File: config.mk
export PLATFORM = sky130hd
export DESIGN_NAME = adc_serial_control_port
export DESIGN_NICKNAME = d
export VERILOG_FILES = /design/src/adc_port_pkg.sv /design/src/adc_serial_control_port.sv
export SDC_FILE = /design/constraint.sdc
export NUM_CORES = 1
export LEC_CHECK = 0
export BUFFER_PORTS_ARGS = -buffer_cell sky130_fd_sc_hd__buf_2
export CORE_UTILIZATION = 55
export DETAILED_ROUTE_END_ITERATION = 7
export GPL_ROUTABILITY_DRIVEN = 1
export PLACE_DENSITY = 0.78
export SETUP_SLACK_MARGIN = 0.4
export SLEW_MARGIN = 20
export SYNTH_ARGS = -nofsm -noshare
export SYNTH_HDL_FRONTEND = slang
export SYNTH_SLANG_ARGS = --single-unit
File: constraint.sdc
create_clock -name pclk -period 4.05 [get_ports pclk]
set_input_delay 0.81 -clock pclk [delete_from_list [all_inputs] [get_ports pclk]]
set_output_delay 0.81 -clock pclk [all_outputs]
set_load 0.005 [all_outputs]
File: src/adc_port_pkg.sv
// constants and types for the converter serial control port
`default_nettype none
package adc_port_pkg;
   localparam int CLK_MHZ = 100;
   localparam int CONV_TIME_NS = 4000;
   localparam int CONV_CYCLES = (CONV_TIME_NS * CLK_MHZ + 999) / 1000;
   localparam int RESULT_BITS = 12;
   localparam logic [3:0] ADDR_RISES = 4'h4;
   localparam logic [3:0] CFG_RISES = 4'h8;
   localparam logic [3:0] SAMPLE_FALL = 4'h4;
   localparam logic [3:0] LAST_FALL = 4'hC;
   localparam logic [3:0] LAST_EXT_CH = 4'hA;
   localparam logic [3:0] LAST_TEST_SEL = 4'hD;
   localparam logic [7:0] CTRL_OFS = 8'h00;
   localparam logic [7:0] STAT_OFS = 8'h04;
   localparam logic [7:0] MASK_OFS = 8'h08;
   localparam logic [7:0] CMD_OFS = 8'h0C;
   localparam logic [7:0] RESIN_OFS = 8'h10;
   localparam logic [7:0] RESOUT_OFS = 8'h14;
   localparam int CTRL_INT_MODE_BIT = 0;
   localparam int CTRL_LSB_FIRST_BIT = 1;
   localparam logic [1:0] CTRL_RESET = 2'h0;
   localparam int EV_FRAME_BIT = 0;
   localparam int EV_CONV_BIT = 1;
   localparam logic [1:0] MASK_RESET = 2'h0;
   localparam logic [11:0] RESULT_RESET = 12'h000;
   typedef enum logic [2:0]
   {
      ST_IDLE = 3'h1,
      ST_FRAME = 3'h2,
      ST_CONV = 3'h4
   } link_state_t;
endpackage
`default_nettype wire

File: src/adc_serial_control_port.sv
// serial control and data port of a multichannel converter, with apb control
`default_nettype none
// Function
// select falling clears counters and control state, enables data in, out, clock; the code acts on it only in ST_IDLE, and ignores it during ST_CONV
// select rising stops taking data and ignores the serial clock
// four command bits, first bit first, sampled on first four rising edges
// next four rising edges shift in four configuration bits
// command field picks channel, test voltage, or a feature command
// result output released while select high, driven while select low; the code enables it only on a select fall seen in ST_IDLE
// first result bit appears at select assertion, order per configuration; the code loads it only on a select fall seen in ST_IDLE
// each later falling edge advances to the next of remaining 11 bits
// mux selection takes effect after the fourth rising edge
// sampling from fourth falling edge until last falling edge
// last falling edge hands conversion to the internal sequencer
// interrupt mode: status goes low when the result is ready
// interrupt mode: a rising serial clock edge returns status high
// end mode: status low after last falling edge until conversion done
// mux picks one of 11 inputs or three self-test voltages
// end mode: status returns high when conversion completes
// host keeps select low through the whole frame
module adc_serial_control_port
(
   // clock and reset
   input wire logic pclk,
   input wire logic presetn,
   // apb slave
   input wire logic psel,
   input wire logic penable,
   input wire logic pwrite,
   input wire logic [7:0] paddr,
   input wire logic [31:0] pwdata,
   output logic [31:0] prdata,
   output logic pready,
   output logic pslverr,
   output logic irq,
   // serial pins
   input wire logic cs_n,
   input wire logic io_clk,
   input wire logic data_in,
   output logic data_out,
   output logic data_out_oe,
   output logic status_n
);
   logic cs_s1, cs_s2, cs_s3, clk_s1, clk_s2, clk_s3, din_s1, din_s2;
   logic cs_fall, cs_rise, io_rise, io_fall;
   adc_port_pkg::link_state_t state_reg, state_next;
   logic [3:0] rise_cnt_reg, rise_cnt_next, fall_cnt_reg, fall_cnt_next;
   logic [2:0] in_sr_reg, in_sr_next;
   logic [3:0] command_holding_reg, command_holding_next, cfg_reg, cfg_next;
   logic [3:0] mux_sel_reg, mux_sel_next;
   logic [11:0] out_sr_reg, out_sr_next, result_reg, result_next;
   logic dout_reg, dout_next, oe_reg, oe_next, sampling_reg, sampling_next;
   logic status_n_reg, status_n_next;
   logic [8:0] conv_cnt_reg, conv_cnt_next;
   logic frame_ev, conv_ev, conv_last;
   logic [1:0] ctrl_reg, ctrl_next, stat_reg, stat_next, mask_reg, mask_next;
   logic [11:0] result_in_reg, result_in_next;
   logic [31:0] prdata_reg, prdata_next;
   logic pready_reg, pready_next, pslverr_reg, pslverr_next, irq_reg, irq_next;
   logic int_mode, lsb_first, access, wr_done;
   logic [3:0] shifted;

   // pins are asynchronous to pclk; stages two and three feed the edge logic
   always_ff @(posedge pclk or negedge presetn)
   begin
      if (!presetn)
      begin
         {cs_s1, cs_s2, cs_s3} <= 3'h7;
         {clk_s1, clk_s2, clk_s3} <= 3'h0;
         {din_s1, din_s2} <= 2'h0;
      end
      else
      begin
         {cs_s1, cs_s2, cs_s3} <= {cs_n, cs_s1, cs_s2};
         {clk_s1, clk_s2, clk_s3} <= {io_clk, clk_s1, clk_s2};
         {din_s1, din_s2} <= {data_in, din_s1};
      end
   end

   assign cs_fall = cs_s3 && !cs_s2;
   assign cs_rise = !cs_s3 && cs_s2;
   assign io_rise = !clk_s3 && clk_s2 && !cs_s2;
   assign io_fall = clk_s3 && !clk_s2 && !cs_s2;
   assign int_mode = ctrl_reg[adc_port_pkg::CTRL_INT_MODE_BIT];
   assign lsb_first = ctrl_reg[adc_port_pkg::CTRL_LSB_FIRST_BIT];
   assign shifted = {in_sr_reg, din_s2};
   assign conv_last = conv_cnt_reg == 9'(adc_port_pkg::CONV_CYCLES - 1);

   always_comb
   begin
      state_next = state_reg;
      rise_cnt_next = rise_cnt_reg;
      fall_cnt_next = fall_cnt_reg;
      in_sr_next = in_sr_reg;
      command_holding_next = command_holding_reg;
      cfg_next = cfg_reg;
      mux_sel_next = mux_sel_reg;
      out_sr_next = out_sr_reg;
      result_next = result_reg;
      dout_next = dout_reg;
      oe_next = oe_reg;
      sampling_next = sampling_reg;
      status_n_next = status_n_reg;
      conv_cnt_next = conv_cnt_reg;
      frame_ev = 1'b0;
      conv_ev = 1'b0;
      case (state_reg)
         adc_port_pkg::ST_IDLE:
         begin
            if (cs_fall)
            begin
               state_next = adc_port_pkg::ST_FRAME;
               rise_cnt_next = 4'h0;
               fall_cnt_next = 4'h0;
               in_sr_next = 3'h0;
               sampling_next = 1'b0;
               oe_next = 1'b1;
               out_sr_next = result_reg;
               dout_next = lsb_first ? result_reg[0] : result_reg[11];
            end
         end
         adc_port_pkg::ST_FRAME:
         begin
            // an early release aborts the frame, no conversion starts
            if (cs_rise)
            begin
               state_next = adc_port_pkg::ST_IDLE;
               sampling_next = 1'b0;
            end
            else
            begin
               if (io_rise)
               begin
                  if (int_mode)
                  begin
                     status_n_next = 1'b1;
                  end
                  if (rise_cnt_reg < adc_port_pkg::CFG_RISES)
                  begin
                     rise_cnt_next = rise_cnt_reg + 4'h1;
                     in_sr_next = shifted[2:0];
                  end
                  if (rise_cnt_reg == adc_port_pkg::ADDR_RISES - 4'h1)
                  begin
                     command_holding_next = shifted;
                     // codes above the test range are feature commands
                     if (shifted <= adc_port_pkg::LAST_TEST_SEL)
                     begin
                        mux_sel_next = shifted;
                     end
                  end
                  if (rise_cnt_reg == adc_port_pkg::CFG_RISES - 4'h1)
                  begin
                     cfg_next = shifted;
                  end
               end
               if (io_fall)
               begin
                  fall_cnt_next = fall_cnt_reg + 4'h1;
                  if (lsb_first)
                  begin
                     out_sr_next = {1'b0, out_sr_reg[11:1]};
                     dout_next = out_sr_reg[1];
                  end
                  else
                  begin
                     out_sr_next = {out_sr_reg[10:0], 1'b0};
                     dout_next = out_sr_reg[10];
                  end
                  if (fall_cnt_reg == adc_port_pkg::SAMPLE_FALL - 4'h1)
                  begin
                     sampling_next = 1'b1;
                  end
                  if (fall_cnt_reg == adc_port_pkg::LAST_FALL - 4'h1)
                  begin
                     sampling_next = 1'b0;
                     state_next = adc_port_pkg::ST_CONV;
                     conv_cnt_next = 9'h000;
                     frame_ev = 1'b1;
                     if (!int_mode)
                     begin
                        status_n_next = 1'b0;
                     end
                  end
               end
            end
         end
         adc_port_pkg::ST_CONV:
         begin
            conv_cnt_next = conv_cnt_reg + 9'h001;
            if (conv_last)
            begin
               state_next = adc_port_pkg::ST_IDLE;
               result_next = result_in_reg;
               conv_ev = 1'b1;
               status_n_next = int_mode ? 1'b0 : 1'b1;
            end
         end
         default:
         begin
            state_next = adc_port_pkg::ST_IDLE;
         end
      endcase
      if (cs_rise)
      begin
         oe_next = 1'b0;
      end
   end

   always_ff @(posedge pclk or negedge presetn)
   begin
      if (!presetn)
      begin
         state_reg <= adc_port_pkg::ST_IDLE;
         rise_cnt_reg <= 4'h0;
         fall_cnt_reg <= 4'h0;
         in_sr_reg <= 3'h0;
         command_holding_reg <= 4'h0;
         cfg_reg <= 4'h0;
         mux_sel_reg <= 4'h0;
         out_sr_reg <= adc_port_pkg::RESULT_RESET;
         result_reg <= adc_port_pkg::RESULT_RESET;
         dout_reg <= 1'b0;
         oe_reg <= 1'b0;
         sampling_reg <= 1'b0;
         status_n_reg <= 1'b1;
         conv_cnt_reg <= 9'h000;
      end
      else
      begin
         state_reg <= state_next;
         rise_cnt_reg <= rise_cnt_next;
         fall_cnt_reg <= fall_cnt_next;
         in_sr_reg <= in_sr_next;
         command_holding_reg <= command_holding_next;
         cfg_reg <= cfg_next;
         mux_sel_reg <= mux_sel_next;
         out_sr_reg <= out_sr_next;
         result_reg <= result_next;
         dout_reg <= dout_next;
         oe_reg <= oe_next;
         sampling_reg <= sampling_next;
         status_n_reg <= status_n_next;
         conv_cnt_reg <= conv_cnt_next;
      end
   end

   // one wait state: pready rises in the second access cycle
   assign access = psel && penable;
   assign wr_done = access && pready_reg && pwrite;

   always_comb
   begin
      ctrl_next = ctrl_reg;
      mask_next = mask_reg;
      result_in_next = result_in_reg;
      stat_next = stat_reg;
      pready_next = access && !pready_reg;
      prdata_next = prdata_reg;
      pslverr_next = 1'b0;
      if (wr_done)
      begin
         if (paddr == adc_port_pkg::CTRL_OFS)
            ctrl_next = pwdata[1:0];
         else if (paddr == adc_port_pkg::MASK_OFS)
            mask_next = pwdata[1:0];
         else if (paddr == adc_port_pkg::STAT_OFS)
            stat_next = stat_reg & ~pwdata[1:0];
         else if (paddr == adc_port_pkg::RESIN_OFS)
            result_in_next = pwdata[11:0];
      end
      // a new event wins over a clear in the same cycle
      stat_next[adc_port_pkg::EV_FRAME_BIT] = stat_next[adc_port_pkg::EV_FRAME_BIT] | frame_ev;
      stat_next[adc_port_pkg::EV_CONV_BIT] = stat_next[adc_port_pkg::EV_CONV_BIT] | conv_ev;
      if (access && !pready_reg)
      begin
         prdata_next = 32'h0000_0000;
         if (paddr == adc_port_pkg::CTRL_OFS)
            prdata_next[1:0] = ctrl_reg;
         else if (paddr == adc_port_pkg::STAT_OFS)
            prdata_next[1:0] = stat_reg;
         else if (paddr == adc_port_pkg::MASK_OFS)
            prdata_next[1:0] = mask_reg;
         else if (paddr == adc_port_pkg::CMD_OFS)
            prdata_next[15:0] = {state_reg == adc_port_pkg::ST_CONV, sampling_reg,
               2'h0, mux_sel_reg, cfg_reg, command_holding_reg};
         else if (paddr == adc_port_pkg::RESIN_OFS)
            prdata_next[11:0] = result_in_reg;
         else if (paddr == adc_port_pkg::RESOUT_OFS)
            prdata_next[11:0] = result_reg;
         else
            pslverr_next = 1'b1;
      end
      irq_next = |(stat_next & mask_next);
   end

   always_ff @(posedge pclk or negedge presetn)
   begin
      if (!presetn)
      begin
         ctrl_reg <= adc_port_pkg::CTRL_RESET;
         mask_reg <= adc_port_pkg::MASK_RESET;
         stat_reg <= 2'h0;
         result_in_reg <= adc_port_pkg::RESULT_RESET;
         prdata_reg <= 32'h0000_0000;
         pready_reg <= 1'b0;
         pslverr_reg <= 1'b0;
         irq_reg <= 1'b0;
      end
      else
      begin
         ctrl_reg <= ctrl_next;
         mask_reg <= mask_next;
         stat_reg <= stat_next;
         result_in_reg <= result_in_next;
         prdata_reg <= prdata_next;
         pready_reg <= pready_next;
         pslverr_reg <= pslverr_next;
         irq_reg <= irq_next;
      end
   end

   assign prdata = prdata_reg;
   assign pready = pready_reg;
   assign pslverr = pslverr_reg;
   assign irq = irq_reg;
   assign data_out = dout_reg;
   assign data_out_oe = oe_reg;
   assign status_n = status_n_reg;

   // conversion end lands a fixed count after the last falling edge
   localparam int CONV_WAIT = adc_port_pkg::CONV_CYCLES - 1;
endmodule // adc_serial_control_port
`default_nettype wire

==> impl_metrics.csv <==
group,metric,value,unit
power,p_leak,0.00259,uW
min_path,min_delay_path_depth,0,
timing,finalSetupViolations,0,
place,place_congestion,0.861,
synthesis,synth_area_per_cell,11.2,sq um
timing,max_freq,373,MHz
timing,period_needed,2.68,ns
detailed_routing,vias,3538,
min_path,hold_class,"reg -> reg",
power,peakVddDrop,0.212,mV
die,die_h,98.5,um
clock_tree,cts_buffers,9,
clock_tree,post-cts-setup-buffer-count,0,
clock_tree,clkTransAtPathRegs,0.10,ns
global_routing,grt_pass1_wl,17.4,mm
synthesis,async_flop_share,100,%
place,dpl.hpwl,7.34,mm
layout,antenna_cells,0,
detailed_routing,drc,0,
synthesis,yosys_most_used_dff,"dfrtp_1",
detailed_routing,dr.pass1.iters,6,
synthesis,ys_ff_latch,106,
setup_path,crit_chain,"or3b_1 > nor4_4 > mux2_2",
synthesis,synth_top_area_cell,"dfrtp_1",
global_routing,grt_max_degree,68,
synthesis,synth_warnings,0,
detailed_routing,drt_first_iter_violations,139,
clock_tree,clkSinkCount,106,
timing,relSlewSlack,28.0,%
layout,area_growth,8.16,%
setup_path,reg2regPathDepth,3,
setup_path,worst-path-buf-inv,0,
place,port_buffers,47,
setup_path,worstSetupPathType,"reg -> reg",
setup_path,start_kind,"flop",
setup_path,critPathSlowestCell,"nor4_4",
setup_path,critPathArrivalTime,2.95,ns
clock_tree,insertion_delay,0.37,ns
synthesis,synthCells,457,
die,boundaryPins,86,
power,power.density,370,mW/mm^2
setup_path,critPathMaxStageDelay,0.99,ns
layout,final_cells,612,
synthesis,netlist_area,0.00512,sq mm
clock_tree,cts_tree,"built",
detailed_routing,routed-wl-met2,5.33,mm
synthesis,synth_largest_type_area_fraction,49.3,%
setup_path,crit_fanout,15,
timing,rsz0062_at_grt,"false",
timing,setup_ws,1.37,ns
die,die_area,0.00970,sq mm
synthesis,yosys-top-cells-area,"dfrtp_1 49%, mux2_2 11%, nand2_1 3.6%",
clock_tree,root_buffer,"clkbuf_8",
synthesis,synth_cell_types,56,
clock_tree,ctsResizeCount,0,
timing,fin_tns_setup,0,ns
flow_run,cap_violations,0,
global_routing,antenna_found_initial,0,
synthesis,synth_edf_count,0,
detailed_routing,wl_per_cell,16.6,um
detailed_routing,antenna_left,0,
detailed_routing,highest_layer,"met4",
clock_tree,cts-htree-levels,3,
place,dp_slack,1.21,ns
layout,final_nets,552,
die,die_w,98.5,um
global_routing,first_global_vias,3529,
global_routing,track_usage,23.0,%
timing,fin_skew,0.0136,ns
detailed_routing,dr_wl_met3,327,um
status,outcome,"completed",
setup_path,critical_path_required,4.32,ns
timing,finalHoldViolations,0,
die,placement_rows,34,
power,p_total,2050,uW
die,placeableCoreArea,0.00885,sq mm
layout,fillCellCount,730,
clock_tree,cts_buffer_depth,2,
detailed_routing,routed_wl,10.1,mm
layout,largest_register_ffs,14,
detailed_routing,wl_met1,4.32,mm
timing,holdWs,0.348,ns
layout,final_layout_size_suffix_gt1_share,26.4,%
place,dp_cells,596,
die,start_util,57.9,%
clock_tree,ctsHoldBuffers,0,
global_routing,grt_overflow_total,0,
timing,tightest_slew,1.07,ns
detailed_routing,vias_per_cell,5.78,
timing,final_max_slew_viol_count,0,
setup_path,cp.depth,3,
synthesis,seq_area_frac_synth,51.9,%
timing,finalCritPeriodShare,66.3,%
setup_path,crit_family,"simple AND/OR/NAND/NOR gates",
setup_path,critPathCaptureType,"flop",
[cells in the mapped netlist, types with 5 or more instances]
library cell,n
dfrtp_1,101
nand2_1,49
mux2_2,48
o21ai_0,34
a21oi_1,24
buf_4,20
nor2_1,19
mux2i_1,16
nor3_1,11
a22oi_1,10
clkbuf_1,10
inv_1,10
nand3_1,9
a21o_1,5
a22o_1,5
dfstp_2,5
ha_1,5
nand4_1,5
nor2b_1,5
[worst register-to-register path: cells and delay by family (launching register included)]
kind / cells / cell delay, ns
simple gates: 2 / 1.62
flops: 1 / 0.53
mux: 1 / 0.43
[area by class of cell]
type | instances | area [sq um] | area share (%)
Sequential cell | 106 | 2660 | 48.0
Multi-Input combinational cell | 319 | 2240 | 40.4
Timing Repair Buffer | 53 | 283 | 5.10
Tap cell | 108 | 135 | 2.44
Clock buffer | 10 | 128 | 2.30
Clock inverter | 6 | 57.6 | 1.04
Inverter | 10 | 37.5 | 0.678
[power by group]
part | switching (uW) | internal (uW)
registers | 50.0 | 1100
logic | 170 | 109
clock network | 381 | 239
[per-layer routing]
layer  track usage [%]  vias to the layer above
met5                 0                        -
met4              6.89                        0
met3              4.68                       13
met2              39.9                       69
met1              29.2                     1758
li1                  -                     1698
[cells by family (layout without fill, tap and decap cells)]
family | count (synthesis) | in the layout | share of synthesized area, %
buf+inv | 49 | 79 | 5.59
simple gates | 129 | 129 | 13.7
other cells | 1 | 18 | 0.0732
fa+ha+maj | 5 | 5 | 1.22
xor+xnor | 3 | 3 | 0.513
compound gates | 97 | 97 | 12.0
mux | 67 | 67 | 15.0
flops | 106 | 106 | 51.9
[path summary, 6_finish.rpt]
kind	from	end	slack [ns]
worst max-delay path	state_reg[2]$_DFFE_PN0P_	result_reg[8]$_DFFE_PN0P_	1.37
worst min-delay path	cs_s1$_DFF_PN1_	cs_s2$_DFF_PN1_	0.35
worst max register to register	state_reg[2]$_DFFE_PN0P_	result_reg[8]$_DFFE_PN0P_	1.37
worst min register to register	cs_s1$_DFF_PN1_	cs_s2$_DFF_PN1_	0.35
max in group asynchronous	presetn	mask_reg[1]$_DFF_PN0_	2.70
min in group asynchronous	presetn	clk_s3$_DFF_PN0_	0.53
[metrics by stage]
step	area [sq um]	utilization (%)
2_1_floorplan	5190	-
3_3_place_gp	5360	60.5
3_5_place_dp	5360	60.5
4_1_cts	5540	62.6
5_1_grt	5540	62.6
6_report	5540	62.6
[cell usage in the layout, fill, tap and decap left out, types with 2 or more instances in the layout]
cell,netlist,final
a21o_1,5,5
a21oi_1,24,24
a22o_1,5,5
a22oi_1,10,10
a31oi_1,2,2
and3b_1,4,4
and4_1,2,2
buf_2,4,46
buf_4,20,7
clkbuf_8,0,9
clkinvlp_4,0,2
conb_1,1,18
dfrtp_1,101,101
dfstp_2,5,5
ha_1,5,5
inv_1,10,10
inv_8,0,3
mux2_2,48,48
mux2i_1,16,16
mux4_2,3,3
nand2_1,49,49
nand3_1,9,9
nand3b_1,3,3
nand4_1,5,5
nor2_1,19,19
nor2b_1,5,5
nor3_1,11,11
nor3b_1,4,4
o21ai_0,34,34
o21ai_1,2,2
o22a_1,3,3
o31ai_1,3,3
or3_1,3,3
or3b_2,2,2
or4_1,2,2
xnor2_1,3,3
Note: power is estimated with default switching activity, not from simulation.
